**src/swm_defines.svh**
```systemverilog
// constants for the single wire bus master read and search block
// Summary of operation
// - transmit write starts slot; capture wired-AND
// - full shift register moves to receive buffer
// - shift-full flag: set at start, cleared on move
// - buffer-full flag: set on move, cleared on read
// - completed byte waits while receive buffer full
// - command bit0 bus reset, bit1 search; one only
// - bus reset command pulses bus, clears search
// - bus reset bit self-clears when sequence ends
// - presence done set; result 0 means seen
// - odd bits direction, even don't-care, low first
// - per position: read, complement read, write slot
// - write value: direction, first read, or one
// - odd bits path, even bits discrepancy flag
// - reported path equals value driven in slot
// - after error path bits one until cleared
// - bits go out and in lsb first
// - offset one: write transmit, read receive buffer
`ifndef SWM_DEFINES_SVH
`define SWM_DEFINES_SVH
`define ADDR_CMD      3'h0
`define ADDR_DATA     3'h1
`define ADDR_STAT     3'h2
`define CMD_RST_BIT   0
`define CMD_SRCH_BIT  1
`define ST_PD_BIT     0
`define ST_PDR_BIT    1
`define ST_TBE_BIT    2
`define ST_TEMT_BIT   3
`define ST_RBF_BIT    4
`define ST_RX_SHIFT_FULL_FLAG_BIT   5
`define BYTE_W        8
`define BUF_DEPTH     2
`define PDR_RESET     1'h1
`define CLK_PERIOD_NS 16'h32
`define TAU_NS        16'h3e8
`define TAU_CYC       5'((`TAU_NS + `CLK_PERIOD_NS - 16'h1) / `CLK_PERIOD_NS)
`define T_RSTL_US     10'h1f4
`define T_RSTH_US     10'h1f4
`define T_PDH_MIN_US  10'h00f
`define T_PDH_MAX_US  10'h03c
`define T_PDS_US      10'h01e
`define T_SLOT_US     10'h050
`define T_LOW0_US     10'h04b
`define T_LOW1_US     10'h001
`define T_RDV_US      10'h00f
`define T_REC_US      10'h001
`define LAST_BIT      3'h7
`define LAST_POS      2'h3
`endif

```
**src/swm_pkg.sv**
```systemverilog
// types shared by the bus master modules
package swm_pkg;
	typedef enum logic [5:0] {
		ST_IDLE  = 6'b000001,
		ST_RESET = 6'b000010,
		ST_BYTE  = 6'b000100,
		ST_SB0   = 6'b001000,
		ST_SB1   = 6'b010000,
		ST_SB2   = 6'b100000
	} state_t;
	typedef logic [7:0] byte_t;
endpackage : swm_pkg

```
**src/swm_ifs.sv**
```systemverilog
// byte stream and time slot carriers between the master's modules
`timescale 1ns/100ps
interface byte_stream_if;
	logic [7:0] data;
	logic       valid;
	logic       ready;
	modport src (output data, output valid, input ready);
	modport snk (input data, input valid, output ready);
endinterface : byte_stream_if

interface slot_if;
	logic req;
	logic is_reset;
	logic wbit;
	logic done;
	logic rbit;
	logic presence;
	modport master (output req, output is_reset, output wbit,
		input done, input rbit, input presence);
	modport engine (input req, input is_reset, input wbit,
		output done, output rbit, output presence);
endinterface : slot_if

```
**src/bit_slot_engine.sv**
```systemverilog
// time slot generator for the open-drain line, one microsecond base
`timescale 1ns/100ps
`include "swm_defines.svh"
module bit_slot_engine (
	input wire logic clk,
	input wire logic rst,
	input wire logic dq_in,
	slot_if.engine   sl,
	output logic     dq_oe
);
	logic [4:0] tick_cnt_q;
	logic [9:0] us_q;
	logic [9:0] us_nx;
	logic       busy_q;
	logic       kind_rst_q;
	logic       wbit_q;
	logic       seen_q;
	logic       tick;
	logic       win;

	assign tick = (tick_cnt_q == `TAU_CYC - 5'h1);
	// judge the count as it stands after this tick, else each low
	// time and slot length runs one microsecond long
	assign us_nx = us_q + 10'h1;
	assign win  = (us_q >= `T_RSTL_US + `T_PDH_MIN_US) &&
		(us_q <= `T_RSTL_US + `T_PDH_MAX_US + `T_PDS_US);

	always_ff @(posedge clk) begin
		if (rst || !busy_q || tick) begin
			tick_cnt_q <= 5'h0;
		end else begin
			tick_cnt_q <= tick_cnt_q + 5'h1;
		end
	end

	always_ff @(posedge clk) begin
		if (rst) begin
			busy_q      <= 1'b0;
			kind_rst_q  <= 1'b0;
			wbit_q      <= 1'b1;
			seen_q      <= 1'b0;
			us_q        <= 10'h0;
			dq_oe       <= 1'b0;
			sl.done     <= 1'b0;
			sl.rbit     <= 1'b1;
			sl.presence <= 1'b0;
		end else begin
			sl.done <= 1'b0;
			if (!busy_q && sl.req) begin
				busy_q     <= 1'b1;
				kind_rst_q <= sl.is_reset;
				wbit_q     <= sl.wbit;
				seen_q     <= 1'b0;
				us_q       <= 10'h0;
				dq_oe      <= 1'b1;
			end else if (busy_q && tick) begin
				us_q <= us_nx;
				if (kind_rst_q) begin
					if (us_nx == `T_RSTL_US) begin
						dq_oe <= 1'b0;
					end
					// presence may start late; watch the whole window
					if (win && !dq_in) begin
						seen_q <= 1'b1;
					end
					if (us_nx == `T_RSTL_US + `T_RSTH_US) begin
						busy_q      <= 1'b0;
						sl.done     <= 1'b1;
						sl.presence <= seen_q;
					end
				end else begin
					if (us_nx == (wbit_q ? `T_LOW1_US : `T_LOW0_US)) begin
						dq_oe <= 1'b0;
					end
					if (us_nx == `T_RDV_US) begin
						sl.rbit <= dq_in;
					end
					if (us_nx == `T_SLOT_US + `T_REC_US) begin
						busy_q  <= 1'b0;
						sl.done <= 1'b1;
					end
				end
			end
		end
	end
endmodule : bit_slot_engine

```
**src/byte_buffer.sv**
```systemverilog
// two entry byte buffer with valid and ready on both sides
`timescale 1ns/100ps
`include "swm_defines.svh"
module byte_buffer #(
	parameter int WIDTH = `BYTE_W,
	parameter int DEPTH = `BUF_DEPTH
) (
	input wire logic clk,
	input wire logic rst,
	byte_stream_if.snk  in_s,
	byte_stream_if.src  out_s
);
	logic [WIDTH-1:0]         mem [DEPTH];
	logic [$clog2(DEPTH)-1:0] wr_ptr_q;
	logic [$clog2(DEPTH)-1:0] rd_ptr_q;
	logic [$clog2(DEPTH):0]   count_q;
	logic                     push;
	logic                     pop;

	assign in_s.ready  = (count_q != ($clog2(DEPTH)+1)'(DEPTH));
	assign out_s.valid = (count_q != '0);
	assign out_s.data  = mem[rd_ptr_q];
	assign push = in_s.valid & in_s.ready;
	assign pop  = out_s.valid & out_s.ready;

	always_ff @(posedge clk) begin
		if (push) begin
			mem[wr_ptr_q] <= in_s.data;
		end
	end

	always_ff @(posedge clk) begin
		if (rst) begin
			wr_ptr_q <= '0;
			rd_ptr_q <= '0;
			count_q  <= '0;
		end else begin
			if (push) begin
				wr_ptr_q <= wr_ptr_q + 1'b1;
			end
			if (pop) begin
				rd_ptr_q <= rd_ptr_q + 1'b1;
			end
			count_q <= count_q + {{$clog2(DEPTH){1'b0}}, push}
				- {{$clog2(DEPTH){1'b0}}, pop};
		end
	end
endmodule : byte_buffer

```
**src/single_wire_master_read_search.sv**
```systemverilog
// single wire bus master: host port, byte receive path and search
`timescale 1ns/100ps
`include "swm_defines.svh"
module single_wire_master_read_search
	import swm_pkg::*;
(
	input  wire logic       REF_CLK,
	input  wire logic       RST,
	input  wire logic [2:0] ADDR,
	input  wire logic       EN_N,
	input  wire logic       RD_N,
	input  wire logic       WR_N,
	input  wire logic [7:0] DATA_IN,
	output logic      [7:0] DATA_OUT,
	output logic            DATA_OE,
	input  wire logic       DQ_IN,
	output logic            DQ_OUT,
	output logic            DQ_OE
);
	byte_stream_if tx_in ();
	byte_stream_if tx_out ();
	slot_if        slot ();

	logic [14:0] sync1_q;
	logic [14:0] sync2_q;
	logic [2:0]  addr_s;
	logic        en_n_s;
	logic        rd_n_s;
	logic        wr_n_s;
	byte_t       din_s;
	logic        dq_s;
	logic        rd_n_prev_q;
	logic        wr_n_prev_q;
	logic        en_n_prev_q;
	logic        wr_evt;
	logic        rd_end;
	logic        rd_active;

	state_t      state_q;
	byte_t       tx_sh_q;
	byte_t       rx_sh_q;
	byte_t       rx_buf_q;
	logic [2:0]  bit_cnt_q;
	logic [1:0]  pos_cnt_q;
	logic        b0_q;
	logic        b2_q;
	logic        disc_q;
	logic        err_q;
	logic        cmd_rst_q;
	logic        cmd_srch_q;
	logic        rx_shift_full_flag_q;
	logic        rbf_q;
	logic        rx_cmpl_q;
	logic        pd_q;
	logic        pdr_q;
	logic        reset_done;
	logic        start_byte;
	logic        conflict;
	logic        no_resp;
	logic        b2_val;
	logic        transfer;
	byte_t       status;

	// two flops on every input pin except RST before any logic looks at it
	always_ff @(posedge REF_CLK) begin
		sync1_q <= {ADDR, EN_N, RD_N, WR_N, DATA_IN, DQ_IN};
		sync2_q <= sync1_q;
	end

	assign {addr_s, en_n_s, rd_n_s, wr_n_s, din_s, dq_s} = sync2_q;

	always_ff @(posedge REF_CLK) begin
		if (RST) begin
			rd_n_prev_q <= 1'b1;
			wr_n_prev_q <= 1'b1;
			en_n_prev_q <= 1'b1;
		end else begin
			rd_n_prev_q <= rd_n_s;
			wr_n_prev_q <= wr_n_s;
			en_n_prev_q <= en_n_s;
		end
	end

	// write wins when both strobes are low
	assign wr_evt    = wr_n_prev_q & ~wr_n_s & ~en_n_s;
	assign rd_active = ~rd_n_s & wr_n_s & ~en_n_s;
	// read side effects land at the end of the strobe, after the data
	assign rd_end    = ~rd_n_prev_q & rd_n_s & wr_n_s & ~en_n_prev_q;

	assign tx_in.data  = din_s;
	assign tx_in.valid = wr_evt && (addr_s == `ADDR_DATA);

	byte_buffer #(
		.WIDTH (`BYTE_W),
		.DEPTH (`BUF_DEPTH)
	) u_tx_buf (
		.clk   (REF_CLK),
		.rst   (RST),
		.in_s  (tx_in),
		.out_s (tx_out)
	);

	bit_slot_engine u_slots (
		.clk   (REF_CLK),
		.rst   (RST),
		.dq_in (dq_s),
		.sl    (slot),
		.dq_oe (DQ_OE)
	);

	always_ff @(posedge REF_CLK) begin
		DQ_OUT <= 1'b0;
	end

	// a new byte waits until the shift register is free again
	assign start_byte = (state_q == ST_IDLE) && !cmd_rst_q &&
		!rx_shift_full_flag_q && tx_out.valid;
	assign tx_out.ready = start_byte;
	assign reset_done = (state_q == ST_RESET) && slot.done;
	assign transfer   = rx_cmpl_q && !rbf_q;

	// two zeros: conflict; both ones: nobody answered
	assign conflict = ~b0_q & ~slot.rbit;
	assign no_resp  = b0_q & slot.rbit;
	assign b2_val   = (err_q || no_resp) ? 1'b1 :
		conflict ? tx_sh_q[1] : b0_q;

	// command register
	always_ff @(posedge REF_CLK) begin
		if (RST) begin
			cmd_rst_q  <= 1'b0;
			cmd_srch_q <= 1'b0;
		end else if (wr_evt && addr_s == `ADDR_CMD) begin
			// a running reset cannot be cancelled by software
			cmd_rst_q <= din_s[`CMD_RST_BIT] |
				(cmd_rst_q & ~reset_done);
			cmd_srch_q <= din_s[`CMD_SRCH_BIT] &
				~din_s[`CMD_RST_BIT] & ~cmd_rst_q;
		end else if (reset_done) begin
			cmd_rst_q <= 1'b0;
		end
	end

	// sticky search error, dropped only when search mode is left
	always_ff @(posedge REF_CLK) begin
		if (RST || !cmd_srch_q) begin
			err_q <= 1'b0;
		end else if (state_q == ST_SB1 && slot.done && no_resp) begin
			err_q <= 1'b1;
		end
	end

	// sequencer
	always_ff @(posedge REF_CLK) begin
		if (RST) begin
			state_q       <= ST_IDLE;
			tx_sh_q       <= 8'h00;
			rx_sh_q       <= 8'h00;
			bit_cnt_q     <= 3'h0;
			pos_cnt_q     <= 2'h0;
			b0_q          <= 1'b1;
			b2_q          <= 1'b1;
			disc_q        <= 1'b0;
			slot.req      <= 1'b0;
			slot.is_reset <= 1'b0;
			slot.wbit     <= 1'b1;
		end else begin
			slot.req <= 1'b0;
			case (state_q)
				ST_IDLE: begin
					if (cmd_rst_q) begin
						slot.req      <= 1'b1;
						slot.is_reset <= 1'b1;
						state_q       <= ST_RESET;
					end else if (start_byte) begin
						tx_sh_q       <= tx_out.data;
						bit_cnt_q     <= 3'h0;
						pos_cnt_q     <= 2'h0;
						slot.req      <= 1'b1;
						slot.is_reset <= 1'b0;
						if (cmd_srch_q) begin
							slot.wbit <= 1'b1;
							state_q   <= ST_SB0;
						end else begin
							slot.wbit <= tx_out.data[0];
							state_q   <= ST_BYTE;
						end
					end
				end
				ST_RESET: begin
					if (slot.done) begin
						state_q <= ST_IDLE;
					end
				end
				ST_BYTE: begin
					if (slot.done) begin
						rx_sh_q   <= {slot.rbit, rx_sh_q[7:1]};
						tx_sh_q   <= {1'b1, tx_sh_q[7:1]};
						bit_cnt_q <= bit_cnt_q + 3'h1;
						if (bit_cnt_q == `LAST_BIT) begin
							state_q <= ST_IDLE;
						end else begin
							slot.req  <= 1'b1;
							slot.wbit <= tx_sh_q[1];
						end
					end
				end
				ST_SB0: begin
					if (slot.done) begin
						b0_q      <= slot.rbit;
						slot.req  <= 1'b1;
						slot.wbit <= 1'b1;
						state_q   <= ST_SB1;
					end
				end
				ST_SB1: begin
					if (slot.done) begin
						b2_q      <= b2_val;
						disc_q    <= conflict | no_resp;
						slot.req  <= 1'b1;
						slot.wbit <= b2_val;
						state_q   <= ST_SB2;
					end
				end
				ST_SB2: begin
					if (slot.done) begin
						// path in the odd bit, discrepancy in the even bit
						rx_sh_q   <= {b2_q, disc_q, rx_sh_q[7:2]};
						tx_sh_q   <= {2'h3, tx_sh_q[7:2]};
						pos_cnt_q <= pos_cnt_q + 2'h1;
						if (pos_cnt_q == `LAST_POS) begin
							state_q <= ST_IDLE;
						end else begin
							slot.req  <= 1'b1;
							slot.wbit <= 1'b1;
							state_q   <= ST_SB0;
						end
					end
				end
				default: begin
					state_q <= ST_IDLE;
				end
			endcase
		end
	end

	// receive shift register flags
	always_ff @(posedge REF_CLK) begin
		if (RST) begin
			rx_shift_full_flag_q    <= 1'b0;
			rx_cmpl_q <= 1'b0;
		end else begin
			if (start_byte) begin
				rx_shift_full_flag_q <= 1'b1;
			end else if (transfer) begin
				rx_shift_full_flag_q <= 1'b0;
			end
			if (transfer) begin
				rx_cmpl_q <= 1'b0;
			end else if (slot.done &&
				((state_q == ST_BYTE && bit_cnt_q == `LAST_BIT) ||
				(state_q == ST_SB2 && pos_cnt_q == `LAST_POS))) begin
				rx_cmpl_q <= 1'b1;
			end
		end
	end

	// receive buffer; host read clears full, a new move sets it
	always_ff @(posedge REF_CLK) begin
		if (RST) begin
			rx_buf_q <= 8'h00;
			rbf_q    <= 1'b0;
		end else if (transfer) begin
			rx_buf_q <= rx_sh_q;
			rbf_q    <= 1'b1;
		end else if (rd_end && addr_s == `ADDR_DATA) begin
			rbf_q <= 1'b0;
		end
	end

	// presence flags; the set beats a status read in the same cycle
	always_ff @(posedge REF_CLK) begin
		if (RST) begin
			pd_q  <= 1'b0;
			pdr_q <= `PDR_RESET;
		end else if (reset_done) begin
			pd_q  <= 1'b1;
			pdr_q <= ~slot.presence;
		end else if (rd_end && addr_s == `ADDR_STAT) begin
			pd_q  <= 1'b0;
			pdr_q <= 1'b0;
		end
	end

	always_comb begin
		status               = 8'h00;
		status[`ST_PD_BIT]   = pd_q;
		status[`ST_PDR_BIT]  = pdr_q;
		status[`ST_TBE_BIT]  = ~tx_out.valid;
		status[`ST_TEMT_BIT] = (state_q == ST_IDLE);
		status[`ST_RBF_BIT]  = rbf_q;
		status[`ST_RX_SHIFT_FULL_FLAG_BIT] = rx_shift_full_flag_q;
	end

	// host read data, registered
	always_ff @(posedge REF_CLK) begin
		if (RST) begin
			DATA_OUT <= 8'h00;
			DATA_OE  <= 1'b0;
		end else begin
			DATA_OE <= rd_active;
			case (addr_s)
				`ADDR_CMD: begin
					DATA_OUT <= {6'h00, cmd_srch_q, cmd_rst_q};
				end
				`ADDR_DATA: begin
					DATA_OUT <= rx_buf_q;
				end
				`ADDR_STAT: begin
					DATA_OUT <= status;
				end
				default: begin
					DATA_OUT <= 8'h00;
				end
			endcase
		end
	end
endmodule : single_wire_master_read_search

```
**config.mk**
```make
export PLATFORM = sky130hd
export DESIGN_NAME = single_wire_master_read_search
export DESIGN_NICKNAME = d
export VERILOG_FILES = /design/src/swm_pkg.sv /design/src/swm_ifs.sv /design/src/bit_slot_engine.sv /design/src/byte_buffer.sv /design/src/single_wire_master_read_search.sv
export VERILOG_INCLUDE_DIRS = /design/src
export SDC_FILE = /design/constraint.sdc
export NUM_CORES = 1
export LEC_CHECK = 0
export ABC_AREA = 1
export BUFFER_PORTS_ARGS = -buffer_cell sky130_fd_sc_hd__buf_4
export CAP_MARGIN = 0
export CORE_UTILIZATION = 40
export DETAILED_ROUTE_END_ITERATION = 10
export GPL_ROUTABILITY_DRIVEN = 1
export PLACE_DENSITY = 0.55
export SLEW_MARGIN = 10
export SYNTH_ARGS = -nofsm -noshare
export SYNTH_HDL_FRONTEND = slang
export SYNTH_SLANG_ARGS = --single-unit
```
**constraint.sdc**
```tcl
create_clock -name REF_CLK -period 2.6 [get_ports REF_CLK]
set_input_delay 0.26 -clock REF_CLK [delete_from_list [all_inputs] [get_ports REF_CLK]]
set_output_delay 0.26 -clock REF_CLK [all_outputs]
set_load 0.005 [all_outputs]
```
==> results of run 1 <==
## Yosys cell counts, drive strengths merged, types with 4 or more instances
library cell    n
nor2           98
a31oi          10
nor3           15
nand3          34
o21ai          51
o22ai           4
clkbuf          7
ha             11
buf            10
dfxtp         118
a21oi          49
inv            81
nand4          10
nand2         144
edfxtp         16
## kinds of logic (layout without fill, tap and decap cells)
family,after synthesis,count (layout),synth area share
buffers and inverters,99,159,0.07624
flip-flops,134,134,0.5065
XOR/XNOR,4,4,0.006243
AND/OR/NAND/NOR,305,305,0.2532
other,1,1,0.0006681
AO/OA/AOI/OAI,128,128,0.1326
adder cells (fa/ha/maj),11,11,0.02452
## final cells by class
class	instances	area [um2]
fillers	1312	6759
clock inverters	14	157.7
clock buffers	18	439.2
multi-input cells	449	2342
well taps	176	220.2
repair buffers	45	375.4
flip-flops and latches	134	2843
inverters	82	316.6
## cells in the final DEF (no fill, tap or decap), types with 2 or more instances in the layout
cell type / count
nor2_4: 9
clkinvlp_4: 3
inv_1: 76
nor2_1: 85
buf_4: 30
bufinv_16: 3
nand3_1: 32
o211a_1: 2
nand4_1: 8
nor3_1: 14
a21oi_4: 2
o21ai_1: 10
inv_2: 3
nor4_1: 3
nand4_4: 2
nand2_4: 5
clkinv_1: 2
o21ai_0: 38
o22ai_1: 4
dfxtp_1: 118
inv_6: 2
nor2_2: 4
o221ai_1: 2
nand2_2: 5
ha_1: 11
o31ai_1: 2
a31oi_1: 10
o21ai_2: 3
a21oi_1: 46
clkbuf_16: 17
dlygate4sd3_1: 15
edfxtp_1: 16
nand2_1: 134
xor2_1: 3
clkinv_2: 5
## flip-flops by register name (all words and copies together) (netlist names), 2 cells and up, named ones only
signal	cells
sync1_q	15
rx_buf_q	8
sync2_q	15
pos_cnt_q	2
rx_sh_q	8
DATA_OUT	8
u_tx_buf.count_q	2
bit_cnt_q	3
u_slots.us_q	10
u_slots.tick_cnt_q	5
u_tx_buf.mem	16
tx_sh_q	7
state_q	6
## power groups by stage
stage | Combinational, mW | Clock [mW] | Sequential, mW
after floorplan | 0.881 | 0 | 2.39
after global placement | 1.08 | 0 | 2.43
after detailed placement | 1.09 | 0 | 2.44
after CTS | 1.12 | 2.46 | 2.40
after global routing | 1.26 | 2.56 | 2.42
final | 1.11 | 2.41 | 2.40
## routing by layer
layer / share of wire / vias to the layer above / track usage
li1: - / 2341 / -
met5: 0 / - / 0
met3: 0.037 / 22 / 0.04623
met1: 0.47 / 2128 / 0.2290
met2: 0.47 / 86 / 0.2956
met4: 0.021 / 0 / 0.09105
## per-stage QoR
stage / hold WS (ns) / total power, mW / setup WS, ns
final: 0.2531 / 5.913 / 0.5327
after global routing: 0.2657 / 6.245 / 0.3613
after CTS: 0.2436 / 5.979 / 0.5124
after detailed placement: 0.3121 / 3.534 / 0.5280
after global placement: 0.3106 / 3.516 / 0.6277
after floorplan: 0.2877 / 3.275 / 0.7684
## worst min path at each step
stage	from	to	slack [ns]	cells past startpoint
after global routing	RST	u_tx_buf.rd_ptr_q	0.27	2
final	RST	u_tx_buf.count_q[0]	0.25	2
after detailed placement	sync1_q[0]	sync2_q[0]	0.31	0
after global placement	sync1_q[4]	sync2_q[4]	0.31	0
after floorplan	DQ_IN	sync1_q[0]	0.29	0
after CTS	RST	u_tx_buf.count_q[0]	0.24	2
==> metrics, run 1 <==
CTS H-tree depth 4; GRT Total Usage 0.1839; Initial Utilization 0.4172; Cell Area, Synth 0.005613 mm2; via/cell ratio ~5; share of the synthesized area in the top cell type 0.4209; Crit path required time slightly below 3 ns; clock share of power 0.407; Hold Crit Class in2reg; DP HPWL 8.608 mm; clk root buf clkbuf_16; Critical path buffers and inverters 2; fin util 0.4976; Post-Syn Instances a little under 700; routed wire length about 12 mm; Critical Path Start state_q[3]; DR iter-0 viols around 270; final worst-path cycle share 0.7951; final setup TNS 0 ns; Main synth FF type dfxtp_1; via count ~4600; worst slew pin tran slightly below 0.8 ns; Peak VDD IR between 0.4 and 0.5 mV; CP startpoint kind flop; most area-hungry cell type in the Yosys netlist dfxtp_1; Final Hold Viols 0; worst r2r src state_q[3]; Slew Limit Fails 0; Power Dens Cells 883.3 mW/mm2; crit-path leading delay family simple AND/OR/NAND/NOR gates; Ports 28; Row Count 42; Post-Layout Inst Area 0.006694 mm2; Seq/Total Area, Yosys 0.5065; Post-synth EDFFs 16; Syn Area/Cell roughly 8 um2; pin count of the biggest net entering global routing 33; FF-to-FF path depth 11; slowest CP cell dfxtp_1; CTS Buffer Depth 2; r2r setup slk roughly 0.53 ns; Sink Count ~130; CTS Buf Count 17; CP Class reg2reg; FMAX 483.7 MHz; slew margin rel. 0.4735; crit path DAT 2.42 ns; chip height approximately 120 um; Post-Layout Cell Count just over 900; worst skew pair latency between 0.4 and 0.5 ns; DP Cell Count 871; TritonRoute pass-1 iters 5; layout cells sized above 1 0.1375; Tmin final approximately 2.1 ns; Die ar. about 0.015 mm2; area grow syn2layout 19.26%; vias in the first global route 4290; Stages on worst setup path 11; first-pass GRT wire length ~21 mm; Worst path max stage delay about 0.38 ns; outcome completed; fin nets about 760; Setup Skew roughly 0.0067 ns; GPL Wtd Cong between 0.8 and 0.9; postcts setup bufs 0; Core Footprint about 0.013 mm2; Post-DP Area roughly 0.0059 mm2; Netlist cell types 50; Logic pwr share 0.187; global route overflow 0; P_sw 1.725 mW; CTS tree yes; Leakage approximately 2.8 nW; Resized cells post-CTS 0; top cells by area, synth dfxtp_1 (42%), nand2_1 (9.0%), edfxtp_1 (8.6%); synth warn 0; I/O Buffers 26; Setup crit end kind flop; Switching Fraction 0.2917; Max Cap Viol 0; hold bufs inserted after CTS 15; initial antenna violation count 0; fraction of registers with async set/reset 0; Int Pwr roughly 4.2 mW; Setup crit end u_tx_buf.count_q[1]; Post-Syn Nets 710; Post-DRT Antenna Nets 0; Die Wd roughly 120 um; Reg clk slew, reported paths approximately 0.060 ns; RSZ-0062 raised after global routing false; antenna cells 0; Sequential Power Share 0.405; drt wl/cell 13.30 um; critical-path cell list nor2_4 > nand4_4 > nor2_2 > nand2_4 > inv_1 > ha_1 > inv_1 > ha_1 > xor2_1 > o21ai_0 > a21oi_1; drt drc 0; #FFs+latches synth roughly 130; largest fanout on the critical path 7; setup violators final 0; r2r endpoint u_tx_buf.count_q[1]
(Power assumes the default switching activity.)
==> inputs of run 2 (changes only) <==
--- a/config.mk
+++ b/config.mk
@@ -12,7 +12,7 @@
 export CORE_UTILIZATION = 40
 export DETAILED_ROUTE_END_ITERATION = 10
 export GPL_ROUTABILITY_DRIVEN = 1
-export PLACE_DENSITY = 0.55
+export PLACE_DENSITY = 0.57
 export SLEW_MARGIN = 10
 export SYNTH_ARGS = -nofsm -noshare
 export SYNTH_HDL_FRONTEND = slang
==> constraint.sdc (replaced) <==
create_clock -name REF_CLK -period 1.8 [get_ports REF_CLK]
set_input_delay 0.18 -clock REF_CLK [delete_from_list [all_inputs] [get_ports REF_CLK]]
set_output_delay 0.18 -clock REF_CLK [all_outputs]
set_load 0.005 [all_outputs]
==> metrics, run 2 (synthesized netlist as in run 1, its figures left out) <==
outcome completed; Row Count 42; largest fanout on the critical path 5; r2r setup slk 0.12 ns; most common cell after layout, fill and taps aside nand2_1; FF-to-FF path depth 14; Final Hold Viols 0; Slew Limit Fails 0; routed wire length around 12 mm; chip height 120.5 um; Reg clk slew, reported paths 0.06 ns; Hold Crit Class in2reg; Post-Layout Inst Area approximately 0.0070 mm2; Tot Pwr roughly 8.7 mW; via/cell ratio 4.903; GPL Wtd Cong 0.8587; Critical Path Start u_slots.us_q[1]; crit path DAT approximately 2 ns; via count ~4700; fin nets between 700 and 800; commonest non-fill, non-tap cells in the layout nand2_1 (133), dfxtp_1 (112), nor2_1 (81); CTS Buf Count 17; Tmin final 1.681 ns; Die ar. roughly 0.015 mm2; global route hottest layer met2; global route overflow 0; Initial Utilization 0.4172; Setup Skew approximately 0.0099 ns; Crit path required time approximately 2.1 ns; fin util 0.5224; Post-DP Area slightly above 0.006 mm2; pin count of the biggest net entering global routing 32; grt met2 use 0.2974; r2r endpoint u_slots.dq_oe; Die Wd 120.5 um; DP HPWL ~8.7 mm; initial antenna violation count 0; Setup crit end u_slots.dq_oe; GRT Total Usage 0.1826; max reg flops 16; registers with the most flip-flops u_tx_buf.mem (16), sync1_q (15), sync2_q (15); final worst-path cycle share 0.9341; CTS H-tree depth 4; Core Footprint 0.01345 mm2; CTS tree yes; Leakage between 2 and 3 nW; Ports 28; Sink Count roughly 130; Biggest register u_tx_buf.mem; DR iter-0 viols 275; drt drc 0; Peak VDD IR 0.6818 mV; antenna cells 0; GRT met3 Usage 0.04151; met1 Use GR 0.2253; vias in the first global route 4299; CP startpoint kind flop; drt wl/cell ~13 um; first-pass GRT wire length between 20 and 25 mm; I/O Buffers 26; worst r2r src u_slots.us_q[1]; worst skew pair latency roughly 0.42 ns; Post-DRT Antenna Nets 0; Setup crit end kind flop; area grow syn2layout 25.21%; TritonRoute pass-1 iters 5; CP Class reg2reg; FMAX slightly below 600 MHz; CTS Buffer Depth 2; Power Dens Cells 1233 mW/mm2; clk root buf clkbuf_16; setup violators final 0; Max Cap Viol 0; layout cells sized above 1 0.1974
## run 2: through the flow
step / instances / hold slack (ns) / setup TNS (ns) / worst slack [ns]
after floorplan: 682 / 0.2077 / 0 / 0.007041
after global placement: 899 / 0.2843 / 0 / 0.08807
after detailed placement: 899 / 0.2856 / 0 / 0.03910
after CTS: 946 / 0.01482 / 0 / 0.009559
after global routing: 951 / 0.03334 / -0.02928 / -0.02928
final: 951 / 0.02909 / 0 / 0.1186
## run 2: cell type report
type	instances	area, um2
well taps	176	220.2
fillers	1286	6425
clock buffers	19	454.2
repair buffers	78	651.9
inverters	82	316.6
clock inverters	13	132.6
multi-input cells	449	2397
flip-flops and latches	134	2855
## run 2: worst min-delay path by stage
| stage | startpoint | endpoint | slack [ns] | depth (start not counted) |
|---|---|---|---|---|
| 2_1_floorplan | DQ_IN | sync1_q[0] | 0.21 | 0 |
| 3_3_place_gp | DATA_IN[5] | sync1_q[6] | 0.28 | 1 |
| 3_5_place_dp | DATA_IN[3] | sync1_q[4] | 0.29 | 1 |
| 4_1_cts | RST | tx_sh_q[6] | 0.01 | 2 |
| 5_1_grt | RST | tx_sh_q[6] | 0.03 | 2 |
| 6_report | RST | tx_sh_q[6] | 0.03 | 2 |
## run 2: critical path, cell delays in order (launching register included)
cell,delay [ns]
dfxtp_4,0.37
buf_6,0.11
inv_1,0.05
ha_1,0.28
inv_2,0.05
nor2_2,0.09
nand3_1,0.07
nand2_1,0.06
nand2_1,0.05
nor2_1,0.13
nand3_1,0.08
nand2_1,0.06
nand2_1,0.07
nand2_1,0.06
nand2_1,0.04
## run 2: per-layer routing
metal	vias up	part of all wire	wire length (um)
met5	-	0	0
met4	0	0.024	296
met3	23	0.045	549
li1	2409	-	-
met1	2111	0.46	5604
met2	120	0.47	5809
## run 2: repair_timing
action                                  4_1_cts  5_1_grt
gates resized for setup                       0       20
hold endpoints to repair                     15        0
hold buffers                                 15        0
endpoints found under the setup margin        0        7
setup buffers                                 0        5
## run 2: where the power goes
| part | switching, mW | total [mW] | internal, mW |
|---|---|---|---|
| sequential | 0.164 | 3.44 | 3.27 |
| combinational | 1.09 | 1.82 | 0.736 |
| clock | 1.38 | 3.41 | 2.02 |
